<file path="src/hdl/orb_pkg.sv">
// constants, types and decode helpers of the offload register router
// assumes one clock domain shared by host port, router and offload cores
package orb_pkg;

  // port widths
  localparam int ADDR_W = 16;
  localparam int HOST_W = 64;
  localparam int REG_W = 32;
  localparam int LOCAL_W = 9;
  localparam int IDX_W = 5;
  localparam int BANKS = 2;

  // bank windows on the host address
  localparam logic [ADDR_W-1:0] BANK0_LAST = 16'h01ff;
  localparam logic [ADDR_W-1:0] BANK1_FIRST = 16'h0200;
  localparam logic [ADDR_W-1:0] BANK1_LAST = 16'h02ff;

  // areas inside one bank
  localparam logic [LOCAL_W-1:0] CORE_LAST = 9'h0ff;
  localparam logic [LOCAL_W-1:0] STS_FIRST = 9'h100;
  localparam logic [LOCAL_W-1:0] STS_LAST = 9'h11f;
  localparam logic [LOCAL_W-1:0] TX_FIRST = 9'h120;
  localparam logic [LOCAL_W-1:0] TX_LAST = 9'h13f;
  localparam logic [LOCAL_W-1:0] RX_FIRST = 9'h140;
  localparam logic [LOCAL_W-1:0] RX_LAST = 9'h17f;

  // core configuration registers, 8 bytes apart
  localparam logic [LOCAL_W-1:0] IP_RESET_CTRL = 9'h000;
  localparam logic [LOCAL_W-1:0] IP_COMMAND = 9'h008;
  localparam logic [LOCAL_W-1:0] SRC_MAC_LOW = 9'h010;
  localparam logic [LOCAL_W-1:0] SRC_MAC_HIGH = 9'h018;
  localparam logic [LOCAL_W-1:0] DEST_IP_ADDR = 9'h020;
  localparam logic [LOCAL_W-1:0] SRC_IP_ADDR = 9'h028;
  localparam logic [LOCAL_W-1:0] DEST_PORT_NUM = 9'h030;
  localparam logic [LOCAL_W-1:0] SRC_PORT_NUM = 9'h038;
  localparam logic [LOCAL_W-1:0] TX_DATA_LENGTH = 9'h040;
  localparam logic [LOCAL_W-1:0] TIMEOUT_VALUE = 9'h048;
  localparam logic [LOCAL_W-1:0] PACKET_LENGTH = 9'h050;
  localparam logic [LOCAL_W-1:0] PUSH_CONTROL = 9'h058;
  localparam logic [LOCAL_W-1:0] RECV_CREDIT_THRESHOLD = 9'h060;
  localparam logic [LOCAL_W-1:0] EXTENDED_LENGTH = 9'h068;
  localparam logic [LOCAL_W-1:0] SERVER_MODE = 9'h070;
  localparam logic [LOCAL_W-1:0] IP_REVISION_INFO = 9'h078;
  localparam logic [LOCAL_W-1:0] DEST_MAC_LOW = 9'h080;
  localparam logic [LOCAL_W-1:0] DEST_MAC_HIGH = 9'h088;
  localparam int CORE_REGS = 18;
  localparam int IDX_LSB = 3;

  // status area registers and their fields
  localparam logic [LOCAL_W-1:0] CORE_LINK_STATUS = 9'h100;
  localparam logic [LOCAL_W-1:0] CORE_EVENT_FLAGS = 9'h108;
  localparam int LINK_BIT = 0;
  localparam int CONN_CHG_BIT = 0;
  localparam int TIMER_BIT = 8;

  typedef enum logic [2:0] {
    AREA_CORE, AREA_STATUS, AREA_TX, AREA_RX, AREA_NONE
  } orb_area_type;

  // one write towards an offload core
  typedef struct packed {
    logic [IDX_W-1:0] idx;
    logic [REG_W-1:0] data;
  } orb_core_wr_type;

  // one-hot bank select from the host address
  function automatic logic [BANKS-1:0] bank_sel(
    input logic [ADDR_W-1:0] a);
    logic [BANKS-1:0] s;
    s = 2'b00;
    if (a <= BANK0_LAST) begin
      s = 2'b01;
    end else if (a >= BANK1_FIRST && a <= BANK1_LAST) begin
      s = 2'b10;
    end
    return s;
  endfunction

  // area of a bank-local offset
  function automatic orb_area_type area_of(input logic [LOCAL_W-1:0] o);
    orb_area_type r;
    r = AREA_NONE;
    if (o <= CORE_LAST) begin
      r = AREA_CORE;
    end else if (o >= STS_FIRST && o <= STS_LAST) begin
      r = AREA_STATUS;
    end else if (o >= TX_FIRST && o <= TX_LAST) begin
      r = AREA_TX;
    end else if (o >= RX_FIRST && o <= RX_LAST) begin
      r = AREA_RX;
    end
    return r;
  endfunction

  // offset names an existing core register
  function automatic logic core_hit(input logic [LOCAL_W-1:0] o);
    return area_of(o) == AREA_CORE && o[IDX_LSB-1:0] == 3'h0 &&
           int'(o[IDX_LSB+IDX_W-1:IDX_LSB]) < CORE_REGS;
  endfunction

endpackage

</file>
<file path="src/hdl/orb_register_router.sv">
// host configuration router with two offload register banks
// assumes core status inputs and core read data share SYS_CLK
`timescale 1ns/1ps

// Overview of operation
// RL1: upper address bits pick which of the two banks serves an access
// RL2: 0x0000-0x01FF reach bank 0, 0x0200-0x02FF reach bank 1
// RL3: writes forward only the low 32 data bits, bits 63:32 dropped
// RL4: reads return the bank word low, zeros in bits 63:32
// RL5: bank 0 areas: core config, core status, tx adapter, rx adapter; bank 1 area: core config only
// RL6: upper offset bits pick the area, lower bits the register
// RL7: read data and valid arrive exactly two cycles after the request
// RL8: read value chosen by a two-level mux with a registered middle
// RL9: offsets 0x00-0x88 step 8 pass through to core registers
// RL10: offset 0x100 bit 0 shows the link established level
// RL11: flag bit 0 at 0x108 sets when the link level changes
// RL12: host writes 1 to bit 0 to clear the link change flag
// RL13: flag bit 8 latches the core timer event until written with 1
// RL14: unmapped offsets read zero and ignore writes
module orb_register_router #(
  parameter int CORE_REG_COUNT = orb_pkg::CORE_REGS
) (
  // clock and reset
  input logic SYS_CLK,
  input logic RST_N,
  // host write port
  input logic CFG_WR_EN,
  input logic [orb_pkg::ADDR_W-1:0] CFG_WR_ADDR,
  input logic [orb_pkg::HOST_W-1:0] CFG_WR_DATA,
  // host read port
  input logic CFG_RD_REQ,
  input logic [orb_pkg::ADDR_W-1:0] CFG_RD_ADDR,
  output logic [orb_pkg::HOST_W-1:0] CFG_RD_DATA,
  output logic CFG_RD_VALID,
  // offload core configuration registers
  output logic [orb_pkg::BANKS-1:0] CORE_WR_EN,
  output orb_pkg::orb_core_wr_type CORE_WR,
  output logic [orb_pkg::IDX_W-1:0] CORE_RD_IDX,
  input logic [orb_pkg::REG_W-1:0] CORE_RD_DATA_0,
  input logic [orb_pkg::REG_W-1:0] CORE_RD_DATA_1,
  // offload core status
  input logic [orb_pkg::BANKS-1:0] LINK_ESTABLISHED,
  input logic [orb_pkg::BANKS-1:0] CORE_TIMER_EVENT
);

  if (CORE_REG_COUNT < 1 || CORE_REG_COUNT > orb_pkg::CORE_REGS) begin
    $error("core register count out of range");
  end

  localparam int B = orb_pkg::BANKS;
  localparam int W = orb_pkg::REG_W;
  localparam int IL = orb_pkg::IDX_LSB;
  localparam int IW = orb_pkg::IDX_W;

  logic [B-1:0] wr_bank;
  logic [orb_pkg::LOCAL_W-1:0] wr_ofs;
  logic [B-1:0] clr_conn;
  logic [B-1:0] clr_tmr;
  logic [B-1:0] core_wr_en_r, core_wr_en_nxt;
  orb_pkg::orb_core_wr_type core_wr_r, core_wr_nxt;
  logic [B-1:0] link_r, link_nxt;
  logic [B-1:0] conn_chg_r, conn_chg_nxt;
  logic [B-1:0] timer_r, timer_nxt;

  // write decode: bank by upper host bits, area and register by offset
  always_comb begin
    wr_bank = orb_pkg::bank_sel(CFG_WR_ADDR); // RL1 RL2
    wr_ofs = CFG_WR_ADDR[orb_pkg::LOCAL_W-1:0]; // RL6
    core_wr_en_nxt = '0;
    core_wr_nxt = core_wr_r;
    clr_conn = '0;
    clr_tmr = '0;
    if (CFG_WR_EN) begin
      if (orb_pkg::core_hit(wr_ofs) &&
          int'(wr_ofs[IL +: IW]) < CORE_REG_COUNT) begin
        core_wr_en_nxt = wr_bank; // RL9
        core_wr_nxt.idx = wr_ofs[IL +: IW];
        core_wr_nxt.data = CFG_WR_DATA[W-1:0]; // RL3
      end
      if (wr_ofs == orb_pkg::CORE_EVENT_FLAGS) begin
        clr_conn = wr_bank & {B{CFG_WR_DATA[orb_pkg::CONN_CHG_BIT]}};
        clr_tmr = wr_bank & {B{CFG_WR_DATA[orb_pkg::TIMER_BIT]}};
      end
    end
  end

  // event flags: a set in the clearing cycle wins over the clear
  always_comb begin
    link_nxt = LINK_ESTABLISHED;
    conn_chg_nxt = (conn_chg_r & ~clr_conn) | // RL12
                   (LINK_ESTABLISHED ^ link_r); // RL11
    timer_nxt = (timer_r & ~clr_tmr) | CORE_TIMER_EVENT; // RL13
  end

  // write side and flag registers
  always_ff @(posedge SYS_CLK) begin
    if (!RST_N) begin
      core_wr_en_r <= '0;
      core_wr_r <= '0;
      link_r <= '0;
      conn_chg_r <= '0;
      timer_r <= '0;
    end else begin
      core_wr_en_r <= core_wr_en_nxt;
      core_wr_r <= core_wr_nxt;
      link_r <= link_nxt;
      conn_chg_r <= conn_chg_nxt;
      timer_r <= timer_nxt;
    end
  end

  logic [B-1:0] rd_bank;
  logic [orb_pkg::LOCAL_W-1:0] rd_ofs;
  logic rd_v1_r, rd_v1_nxt;
  logic rd_b1_r, rd_b1_nxt;
  logic rd_core1_r, rd_core1_nxt;
  logic [W-1:0] sts1_r, sts1_nxt;
  logic [orb_pkg::IDX_W-1:0] rd_idx_r, rd_idx_nxt;
  logic rd_v2_r, rd_v2_nxt;
  logic [orb_pkg::HOST_W-1:0] rd_data_r, rd_data_nxt;
  logic [W-1:0] rd_word;

  // read stage one: decode and first mux level over status sources
  always_comb begin
    rd_bank = orb_pkg::bank_sel(CFG_RD_ADDR); // RL1 RL2
    rd_ofs = CFG_RD_ADDR[orb_pkg::LOCAL_W-1:0]; // RL6
    rd_v1_nxt = CFG_RD_REQ; // RL7
    rd_b1_nxt = rd_bank[1];
    rd_idx_nxt = rd_idx_r;
    rd_core1_nxt = 1'b0;
    sts1_nxt = '0; // RL14
    if (CFG_RD_REQ && rd_bank != '0) begin
      case (orb_pkg::area_of(rd_ofs)) // RL5
        orb_pkg::AREA_CORE: begin
          if (orb_pkg::core_hit(rd_ofs) &&
              int'(rd_ofs[IL +: IW]) < CORE_REG_COUNT) begin
            rd_core1_nxt = 1'b1; // RL9
            rd_idx_nxt = rd_ofs[IL +: IW];
          end
        end
        orb_pkg::AREA_STATUS: begin
          if (rd_ofs == orb_pkg::CORE_LINK_STATUS) begin
            sts1_nxt[orb_pkg::LINK_BIT] = |(link_r & rd_bank); // RL10
          end else if (rd_ofs == orb_pkg::CORE_EVENT_FLAGS) begin
            sts1_nxt[orb_pkg::CONN_CHG_BIT] = |(conn_chg_r & rd_bank);
            sts1_nxt[orb_pkg::TIMER_BIT] = |(timer_r & rd_bank);
          end
        end
        default: begin
          sts1_nxt = '0; // adapter areas live outside this block
        end
      endcase
    end
  end

  // read stage two: final mux and zero padding of the upper word
  always_comb begin
    rd_word = sts1_r; // RL8
    if (rd_core1_r) begin
      rd_word = rd_b1_r ? CORE_RD_DATA_1 : CORE_RD_DATA_0;
    end
    rd_v2_nxt = rd_v1_r; // RL7
    rd_data_nxt = rd_v1_r ? {{(orb_pkg::HOST_W-W){1'b0}}, rd_word} : '0; // RL4
  end

  // read pipeline registers
  always_ff @(posedge SYS_CLK) begin
    if (!RST_N) begin
      rd_v1_r <= 1'b0;
      rd_b1_r <= 1'b0;
      rd_core1_r <= 1'b0;
      sts1_r <= '0;
      rd_idx_r <= '0;
      rd_v2_r <= 1'b0;
      rd_data_r <= '0;
    end else begin
      rd_v1_r <= rd_v1_nxt;
      rd_b1_r <= rd_b1_nxt;
      rd_core1_r <= rd_core1_nxt;
      sts1_r <= sts1_nxt; // RL8
      rd_idx_r <= rd_idx_nxt;
      rd_v2_r <= rd_v2_nxt;
      rd_data_r <= rd_data_nxt;
    end
  end

  // outputs straight from flip-flops
  assign CFG_RD_DATA = rd_data_r;
  assign CFG_RD_VALID = rd_v2_r;
  assign CORE_WR_EN = core_wr_en_r;
  assign CORE_WR = core_wr_r;
  assign CORE_RD_IDX = rd_idx_r;
endmodule

</file>
<file path="config.mk">
export PLATFORM = sky130hd
export DESIGN_NAME = orb_register_router
export DESIGN_NICKNAME = d
export VERILOG_FILES = /design/src/hdl/orb_pkg.sv /design/src/hdl/orb_register_router.sv
export SDC_FILE = /design/constraint.sdc
export NUM_CORES = 1
export LEC_CHECK = 0
export BUFFER_PORTS_ARGS = -buffer_cell sky130_fd_sc_hd__clkbuf_2
export CORE_AREA = 2 2 108 110
export CTS_BUF_LIST = sky130_fd_sc_hd__clkbuf_4 sky130_fd_sc_hd__clkbuf_8
export CTS_CLUSTER_SIZE = 30
export DETAILED_ROUTE_END_ITERATION = 16
export DIE_AREA = 0 0 110 112
export PLACE_DENSITY_LB_ADDON = 0.05
export SLEW_MARGIN = 20
export SYNTH_ARGS = -nofsm -noshare
export SYNTH_HDL_FRONTEND = slang
export SYNTH_SLANG_ARGS = --single-unit
export TNS_END_PERCENT = 5
</file>
<file path="constraint.sdc">
create_clock -name SYS_CLK -period 4.15 [get_ports SYS_CLK]
set_clock_uncertainty 0.1 [all_clocks]
set_input_delay 0 -clock SYS_CLK [delete_from_list [all_inputs] [get_ports SYS_CLK]]
set_output_delay 0 -clock SYS_CLK [all_outputs]
set_load 0.01 [all_outputs]
</file>
======== After elaboration in Yosys (flattened, before gate mapping) ========
Index checks and enable logic that the tools add are counted.
word-level totals
  register bits after elaboration ......... 150
  word-level logic and storage cells ...... 114
  bits of input ports ..................... 168
  output and inout bits ................... 109
cells by class
  reductions and logical operators ........ 31
  multiplexer cells ....................... 25
  bitwise gates (word level) .............. 16
  eq/ne operators ......................... 4
  magnitude comparators ................... 22
operators with widths
  kind                                                                                    count
  32-bit 2-to-1 mux                                                                       2
  9-bit greater-or-equal comparator (second input constant)                               6
  9-bit <= comparator (second input constant)                                             6
  3-bit 2-to-1 mux                                                                        12
  16-bit by 10-bit greater-or-equal comparator with 1-bit output (second input constant)  2
  16-bit by 10-bit <= comparator with 1-bit output (second input constant)                2
  16-bit by 9-bit <= comparator with 1-bit output (second input constant)                 2
  9-bit equality test (second input constant)                                             3
  9-bit by 8-bit <= comparator with 1-bit output (second input constant)                  2
  2-bit 2-to-1 mux                                                                        8
  1-bit logical AND                                                                       15
  3-bit zero test                                                                         5
  2-bit AND                                                                               7
  3-bit AND reduction                                                                     4
  5-bit < comparator (second input constant)                                              2
  2-bit OR reduction                                                                      3
  5-bit OR reduction                                                                      1
  1-bit NOT                                                                               4
  2-bit NOT                                                                               2
  2-bit bitwise OR                                                                        2
  2-bit AND reduction                                                                     2
  3-bit by 1-bit equality test with 1-bit output (second input constant)                  1
  1-bit 2-to-1 mux                                                                        3
  2-bit nonzero test                                                                      1
  2-bit bitwise XOR                                                                       1

======== Depth between registers and ports, before layout ========
Gate-level depths: netlist of the first run.
  depth after elaboration ................. 15
  gate-level depth with buffers ........... 7
  mapped depth without buffers ............ 4

======== Least setup slack after synthesis of the first run ========
OpenSTA, ideal clock, no wires.
  kind .................................... input to register
  from .................................... input port CFG_WR_ADDR[2] (netlist bit)
  to ...................................... register core_wr_r (netlist bit CORE_WR[14])
  path slack .............................. 2.540 ns
  library setup time ...................... 0.118 ns
  data required time ...................... 3.932 ns
  arrival time ............................ 1.392 ns
  cell stages on the path ................. 7
  cells stage by stage .................... or4b_1 > buf_2 > a211o_2 > buf_2 > buf_2 > nand2_1 > a21boi_2
between the ends
  word-level cells in the longest chain between the ends .. 12
  elaborated cells on any way between the ends .. 21
  classes of those cells .................. order compare (7); mux (5); reduce/logical (9)
RTL lines
  element                                                                   line                        RTL
  start, declared                                                           orb_register_router.sv:28   input logic [orb_pkg::ADDR_W-1:0] CFG_WR_ADDR,
  9-bit greater-or-equal comparator or 9-bit <= comparator (tied branches)  orb_pkg.sv:89               end else if (o >= RX_FIRST && o <= RX_LAST) begin
  1-bit logical AND                                                         orb_pkg.sv:89
  3-bit 2-to-1 mux                                                          orb_pkg.sv:89
  3-bit 2-to-1 mux                                                          orb_pkg.sv:87               end else if (o >= TX_FIRST && o <= TX_LAST) begin
  3-bit 2-to-1 mux                                                          orb_pkg.sv:85               end else if (o >= STS_FIRST && o <= STS_LAST) begin
  3-bit 2-to-1 mux                                                          orb_pkg.sv:83               if (o <= CORE_LAST) begin
  3-bit 2-to-1 mux                                                          orb_register_router.sv:73   if (CFG_WR_EN) begin
  3-bit zero test                                                           orb_pkg.sv:97               return area_of(o) == AREA_CORE && o[IDX_LSB-1:0] == 3'h0 &&
  1-bit logical AND * (2 in a row)                                          orb_pkg.sv:97
  1-bit logical AND *                                                       orb_register_router.sv:74   if (orb_pkg::core_hit(wr_ofs) &&
  2-bit AND reduction (no source line) *                                    n/a
  end signal, assigned                                                      orb_register_router.sv:105  core_wr_r <= core_wr_nxt;
  end, declared                                                             orb_register_router.sv:60   orb_pkg::orb_core_wr_type core_wr_r, core_wr_nxt;
Every way passes the cells marked *; elsewhere a longest branch is shown, timed or not. The select of a mux whose other input is x is not followed.
A chain may end at the register's enable or synchronous reset.

======== Worst setup path in the final report of the first run ========
  from .................................... input port CFG_RD_REQ
  to ...................................... register rd_idx_r (netlist bit CORE_RD_IDX[0])
between the ends
  word-level cells in the longest chain between the ends .. 2
RTL lines
  element                               line                        RTL
  start, declared                       orb_register_router.sv:31   input logic CFG_RD_REQ,
  1-bit logical AND                     orb_register_router.sv:132  if (CFG_RD_REQ && rd_bank != '0) begin
  3-bit AND reduction (no source line)  n/a
  end signal, assigned                  orb_register_router.sv:181  rd_idx_r <= rd_idx_nxt;
  end, declared                         orb_register_router.sv:118  logic [orb_pkg::IDX_W-1:0] rd_idx_r, rd_idx_nxt;
Every way passes these cells.

==> flow_summary.ini, run 1 <==
[floorplanning]
rows = 39
core_region_area_mm2 = 0.0112
initial_core_util_pct = 32.9
die-area_mm2 = 0.0123
pin_count = 277
dieHeight_um = 112
die_x_um = 110

[critical_path]
rrSetupSlack_ns = 1.87
critical_path.startpoint_type = primary input
max_stage_delay_ns = 0.69
crit_path_end_kind = register
cpMostUsedCell = dlygate4sd3_1
cp.buffers_inverters = 3
cp_data_required_time_ns = 4.33
crit_arrival_ns = 2.91
crit_path_top_delay_cell = dlygate4sd3_1
crit_chain = dlygate4sd3_1 -> clkbuf_2 -> nor4b_1 -> o211ai_1 -> nor4_2 -> dlygate4sd3_1 -> mux2i_1
cp_max_fo = 5
path_class = in -> reg
cp_top_family = buffers and inverters

[clock_tree]
tritoncts = yes
cts_made_buffers = 9
ctsHoldBuffers = 132
ctsRootBufferMaster = clkbuf_8
clock_latency_ns = 0.35
clk_pin_slew_ns = 0.08
cts.sinks = 88
cts-resized-gates = 0
clockBufferDepth = 2
htree_levels = 3
postCtsSetupRepairBufs = 0

[final_layout]
stdcell_count = 866
final_area_mm2 = 0.00627
layout.nets = 886
n_antenna_cell = 0
regArea_mm2 = 0.00176
area_growth_pct = 70.7
multiInputGateArea_mm2 = 0.00165
drive_gt1_share_pct = 36.7
fillers = 1022

[synth]
synthTopCellsByArea = dfxtp_1, mux2i_1, a21boi_2, nand2_1, buf_4
yosys_warnings = 0
ys_seq_area_share_pct = 48.0
syn_inst = 383
synthFlopType = dfxtp_1
yosys-top-cells-count = dfxtp_1, nand2_1, mux2i_1, nor2_1, buf_4
yosys.area.top_type_share_pct = 48.0
synth_top_area_cell = dfxtp_1
ys_async_sr_fraction_pct = 0
synth-seq-cells = 88
yosysMostFrequentCell = dfxtp_1
synth_cell_types = 36
synthesis.area_mm2 = 0.00367
synth_edf_count = 0
synth_area_per_cell_um2 = 9.58

[grt]
antenna_found_initial = 0
grt_pass1_vias = 3665
track_usage_pct = 17.4
grt_max_degree = 58
grt_pass1_wl_um = 16900
grt-ovfl-total = 0

[pwr]
p_leak_nw = 2.80
p_per_area_mw_per_mm2 = 290
ir_worst_vdd_mv = 0.143

[placement]
dp.cells = 718
dpl.hpwl_um = 7250
place_congestion = 0.723
port_buffers = 212
placed_area_mm2 = 0.00469
dp_slack_ns = 2.05

[detailed_routing]
ant_nets = 0
num_vias = 3726
drt_first_iter_violations = 124
drc = 0
finalWirelength_um = 11100
firstDrtPassIters = 4
via_per_inst = 4.30
avgRoutedWirePerCell_um = 12.8

[sta]
setup_viol = 0
rsz0062_at_grt = no
hold-worst-slack_ns = 0.0788
drv_slew = 0
tns_ns = 0
hold_viol = 0
finalCritPeriodShare_pct = 65.7
max_freq_mhz = 367
max_slew_margin_pct = 33.9
tightest_slew_ns = 0.991
fin_crit_ns = 2.73
worst_slack_ns = 1.42

[job]
maxCapViolCount = 0

[min_path]
worst_hold_path_type = in -> reg

[run_status]
outcome = finished clean
-- registers in the layout, summed over array words and instances (netlist names) --
name	count
sts1_r	2
timer_r	2
CORE_WR_EN	2
CFG_RD_DATA	32
CORE_RD_IDX	5
rd_core1_r	1
link_r	2
rd_b1_r	1
conn_chg_r	2
CFG_RD_VALID	1
CORE_WR	37
rd_v1_r	1
-- worst reg2reg max path: cells and delay by family (launching register included) --
| family | cells | cell delay, ns |
|---|---|---|
| AO/OA/AOI/OAI | 1 | 0.26 |
| buffers and inverters | 1 | 0.62 |
| flip-flops | 1 | 0.99 |
| multiplexers | 1 | 0.22 |
-- per-layer routing --
layer	up-vias	global-route usage, %	part of all wire [%]
met5	-	0	0
li1	1866	-	-
met3	15	4.22	8.4
met2	146	31.1	49
met4	0	6.84	1.8
met1	1699	19.4	40
-- through the flow --
stage / total power [mW] / util, %
after global routing: 1.89 / 56.1
after floorplan: 0.956 / -
after detailed placement: 1.01 / 42.0
after global placement: 1.01 / 42.0
final: 1.82 / 56.1
after CTS: 1.83 / 56.1
-- layout by cell type (no fill, tap or decap), drive strengths merged, types with 2 or more instances in the layout --
cell type / count
nand2: 83
or4: 2
clkbuf: 223
bufinv: 3
o21a: 5
nor2b: 3
inv: 7
or4b: 2
a31oi: 2
dfxtp: 88
and2: 3
nor3: 6
conb: 32
buf: 2
a21boi: 35
a211oi: 3
nor2: 37
xor2: 2
mux2i: 37
dlygate4sd3: 132
a22oi: 2
-- area by class of cell --
cell class              instances  area share (%)
clock buffers                  11            2.42
clock inverters                 5            1.64
inverters                       7           0.419
multi-input cells             266            26.3
flip-flops and latches         88            28.1
well taps                     143            2.85
repair buffers                346            38.3
-- where the power goes --
group / switching (mW) / internal, mW
Clock: 0.303 / 0.432
Sequential: 0.00411 / 0.852
Combinational: 0.0838 / 0.145
Total: 0.391 / 1.43
-- path summary, 6_finish.rpt --
kind | start | end | cells past startpoint
max | CFG_RD_REQ | CORE_RD_IDX[0] | 7
min | CFG_WR_ADDR[14] | conn_chg_r[0] | 5
max reg2reg | rd_b1_r | CFG_RD_DATA[8] | 3
min reg2reg | CORE_RD_IDX[0] | CORE_RD_IDX[0] | 2
-- cell families after synthesis --
| logic type | Yosys count | synth area share (%) |
|---|---|---|
| and+or+nand+nor | 143 | 16.9 |
| DFF | 88 | 48.0 |
| buffers and inverters | 60 | 10.3 |
| AOI/OAI and AO/OA | 52 | 14.1 |
| muxes | 37 | 10.1 |
| xor gates and xnor gates | 2 | 0.477 |
| other | 1 | 0.102 |
Power figures use the tool's default switching activity.
==> run 2, diff against run 1 <==
Settings changed: CORE_AREA 2 2 108 110 to 2 2 107 109, DIE_AREA 0 0 110 112 to 0 0 109 111.
Clock period 4.15 ns to 2.59 ns, I/O delays scaled along.
==> flow_summary.ini, run 2 (synthesis gave the netlist of run 1 again) <==
[pwr]
p_per_area_mw_per_mm2 = 441
switching_share_pct = 21.8
p_total_mw = 2.76
p_comb_share_pct = 13.2
intPower_mw = 2.16
p_leak_nw = 2.81
ir_worst_vdd_mv = 0.223
power_frac_seq_pct = 49.7
power_switching_mw = 0.603
p_clk_share_pct = 37.1

[critical_path]
rrSetupSlack_ns = 0.46
path_class = in -> reg
crit_path_end_kind = register
reg2reg_to = CFG_RD_DATA[21]
critical_path.startpoint_type = primary input
crit_arrival_ns = 2.41
r2r_start = rd_b1_r
cp_data_required_time_ns = 2.78
cp_max_fo = 3
worstRegToRegCells = 4

[sta]
tightest_slew_ns = 0.667
tns_ns = 0
drv_slew = 0
fin_crit_ns = 2.22
setup_viol = 0
worst_slack_ns = 0.365
hold_viol = 0
max_slew_margin_pct = 55.5
rsz0062_at_grt = no
finalCritPeriodShare_pct = 85.9
max_freq_mhz = 450
hold-worst-slack_ns = 0.0205

[detailed_routing]
drt_first_iter_violations = 77
num_vias = 3687
ant_nets = 0
drc = 0
via_per_inst = 4.24
avgRoutedWirePerCell_um = 12.4
finalWirelength_um = 10800
firstDrtPassIters = 4

[job]
maxCapViolCount = 0

[placement]
dp_slack_ns = 0.658
placed_area_mm2 = 0.00472
port_buffers = 212
dp.cells = 722
dpl.hpwl_um = 7360
place_congestion = 0.674

[final_layout]
n_antenna_cell = 0
final_util_pct = 56.5
final_common_cell = clkbuf_2
drive_gt1_share_pct = 37.2
area_growth_pct = 70.6
layout.nets = 889
stdcell_count = 869
final_area_mm2 = 0.00626
final_cell_mix = clkbuf_2, dlygate4sd3_1, dfxtp_1
largest_reg_flops = 37

[clock_tree]
cts_made_buffers = 9
clk_pin_slew_ns = 0.08
cts.sinks = 88
htree_levels = 3
clockBufferDepth = 2
tritoncts = yes
ctsRootBufferMaster = clkbuf_8
clock_latency_ns = 0.34

[floorplanning]
initial_core_util_pct = 33.1
dieHeight_um = 111
core_region_area_mm2 = 0.0111
die_x_um = 109
rows = 39
pin_count = 277
die-area_mm2 = 0.0121

[grt]
grt_pass1_vias = 3800
track_usage_pct = 17.7
grt-ovfl-total = 0
antenna_found_initial = 0
grt_max_degree = 37
grt_pass1_wl_um = 17000

[min_path]
min_path_cells = 4
worstHoldStart = CFG_WR_ADDR[7]
hold_path_end = CORE_WR[35]
worst_hold_path_type = in -> reg

[run_status]
outcome = finished clean
==> run 2: timing repair <==
item	CTS	global route
setup endpoints to repair	0	4
buffers inserted	0	0
hold buffers	131	0
endpoints found under the hold margin	87	0
resized for setup	0	1
==> run 2: worst max-delay path by stage <==
| stage | startpoint | endpoint | slack, ns | depth (start not counted) |
|---|---|---|---|---|
| after floorplan | CFG_WR_ADDR[2] | CORE_WR[14] | 0.98 | 7 |
| after global placement | CFG_WR_ADDR[2] | CORE_WR[35] | 0.68 | 5 |
| after detailed placement | CFG_WR_ADDR[2] | CORE_WR[35] | 0.66 | 5 |
| after CTS | CFG_RD_REQ | CORE_RD_IDX[0] | 0.11 | 8 |
| after global routing | CFG_WR_ADDR[12] | CORE_WR_EN[1] | 0.24 | 7 |
| final | CFG_WR_ADDR[12] | CORE_WR_EN[1] | 0.37 | 7 |
==> run 2: area by class of cell <==
cell class	count	area, um^2
timing repair buffer	349	2420
tap	143	179
inverter	7	26.3
fill	988	4820
multi-input combinational	266	1650
sequential	88	1760
clock inverter	2	35.0
clock buffer	14	186
==> run 2: worst max-delay path, stage by stage <==
cell and delay, ns:
clkbuf_2 0.09, or4_1 0.59, nor3_1 0.32, dlygate4sd3_1 0.66, nand3_4 0.08, dlygate4sd3_1 0.59
nor2_1 0.08
==> run 2: routing by layer <==
layer / track usage (%) / vias up / part of all wire [%]
met1: 20.2 / 1647 / 42
met4: 7.26 / 0 / 2.0
met2: 30.9 / 149 / 48
li1: - / 1873 / -
met3: 4.53 / 18 / 8.8
met5: 0 / - / 0
==> run 2: power by group through the flow <==
stage	Clock, mW	Combinational (mW)	Sequential, mW
finish	1.02	0.365	1.37
global route	1.12	0.400	1.37
CTS	1.06	0.363	1.37
detailed placement	0	0.219	1.40
global placement	0	0.217	1.40
floorplan	0	0.128	1.40
==> run 3, diff against run 2 <==
Settings changed: CELL_PAD_IN_SITES_DETAIL_PLACEMENT set to 1, CELL_PAD_IN_SITES_GLOBAL_PLACEMENT set to 1, CORE_AREA 2 2 107 109 to 2 2 118 120, DIE_AREA 0 0 109 111 to 0 0 120 122.
==> flow_summary.ini, run 3 (synthesis gave the netlist of run 1 again) <==
[clock_tree]
cts.sinks = 88
clock_latency_ns = 0.36
ctsRootBufferMaster = clkbuf_8
htree_levels = 3
cts_made_buffers = 9
clockBufferDepth = 2
clk_pin_slew_ns = 0.09
tritoncts = yes

[grt]
grt_pass1_wl_um = 20500
track_usage_pct = 17.9
grt_pass1_vias = 4071
grt-ovfl-total = 0
grt_max_degree = 56
antenna_found_initial = 0

[critical_path]
cp.buffers_inverters = 4
critical_path.startpoint_type = primary input
cp_data_required_time_ns = 2.79
max_stage_delay_ns = 0.58
crit_arrival_ns = 2.57
path_class = in -> reg
crit_path_end_kind = register
crit_path_top_delay_cell = dlygate4sd3_1
rrSetupSlack_ns = 0.65
cp_top_family = buffers and inverters
cpMostUsedCell = dlygate4sd3_1
crit_chain = dlygate4sd3_1 -> clkbuf_2 -> nor4b_1 -> o211ai_1 -> nor4_2 -> buf_4 -> dlygate4sd3_1 -> mux2i_1
cp_max_fo = 5

[placement]
port_buffers = 212
dpl.hpwl_um = 8330
place_congestion = 0.680
dp.cells = 758
placed_area_mm2 = 0.00477

[sta]
hold-worst-slack_ns = 0.0734
max_freq_mhz = 421
setup_viol = 0
hold_viol = 0
finalCritPeriodShare_pct = 91.6
rsz0062_at_grt = no
tightest_slew_ns = 0.627
drv_slew = 0
fin_crit_ns = 2.37
tns_ns = 0
max_slew_margin_pct = 57.6

[final_layout]
largest_reg_flops = 37
area_growth_pct = 72.5
fillers = 1608
drive_gt1_share_pct = 36.9
final_cell_mix = clkbuf_2, dlygate4sd3_1, dfxtp_1
layout.nets = 890
final_common_cell = clkbuf_2
n_antenna_cell = 0
final_area_mm2 = 0.00633
stdcell_count = 907

[detailed_routing]
num_vias = 3797
firstDrtPassIters = 4
via_per_inst = 4.19
drc = 0
finalWirelength_um = 13200
avgRoutedWirePerCell_um = 14.6
drt_first_iter_violations = 91
ant_nets = 0

[pwr]
ir_worst_vdd_mv = 0.206
p_leak_nw = 2.81
p_total_mw = 2.82
p_per_area_mw_per_mm2 = 446

[floorplanning]
dieHeight_um = 122
die_x_um = 120
die-area_mm2 = 0.0146
core_region_area_mm2 = 0.0135
initial_core_util_pct = 27.2
rows = 43
pin_count = 277

[job]
maxCapViolCount = 0

[min_path]
worst_hold_path_type = in -> reg

[run_status]
outcome = finished clean
## run 3: changes by cell type in the layout (fill, tap and decap cells not counted), moves of 2 or more
cell / change
dlygate4sd3_1: +2
clkinv_2: +2
buf_4: -2
clkbuf_8: -3
## run 3: path summary, 6_finish.rpt
| path | from | to | depth (start not counted) |
|---|---|---|---|
| min | CFG_WR_ADDR[14] | conn_chg_r[0] | 5 |
| max reg2reg | rd_b1_r | CFG_RD_DATA[0] | 4 |
| max | CFG_RD_REQ | CORE_RD_IDX[0] | 8 |
| min reg2reg | CORE_RD_IDX[0] | CORE_RD_IDX[0] | 2 |
## run 3: layer usage
metal	share of wire, %	track usage (%)	wire, um	vias to the layer above
met5	0	0	0	-
met4	2.2	7.21	291	0
met3	7.3	4.59	962	21
met2	51	32.7	6730	151
met1	40	19.6	5250	1757
li1	-	-	-	1868
## run 3: final cells by class
type                    instances  area [um^2]  area share, %
repair buffers                350         2440           38.6
multi-input cells             266         1660           26.1
flip-flops and latches         88         1760           27.8
inverters                       7         26.3          0.415
clock buffers                  10          138           2.17
clock inverters                 6         82.6           1.30
well taps                     180          225           3.56
## run 3: worst register-to-register path: stages (launching register included)
cell           delay, ns
dfxtp_2             0.32
buf_4               0.46
mux2i_1             0.16
dlygate4sd3_1       0.59
a211oi_1            0.23
## run 3: power breakdown
part / total, mW / internal (mW) / switching, mW
clock: 1.07 / 0.565 / 0.506
combinational: 0.380 / 0.234 / 0.145
sequential: 1.37 / 1.36 / 0.00705
total: 2.82 / 2.16 / 0.658
## run 3: timing repair
| action | in CTS | in global routing |
|---|---|---|
| resized for setup | 0 | 1 |
| hold endpoints to repair | 88 | 0 |
| buffers inserted | 0 | 0 |
| setup endpoints to repair | 0 | 1 |
| hold buffers | 133 | 0 |
## run 3: through the flow
stage	setup slack [ns]	util, %
floorplan	0.980	-
finish	0.217	46.9
global route	0.0666	46.9
global placement	0.648	35.3
CTS	0.116	46.8
detailed placement	0.644	35.3
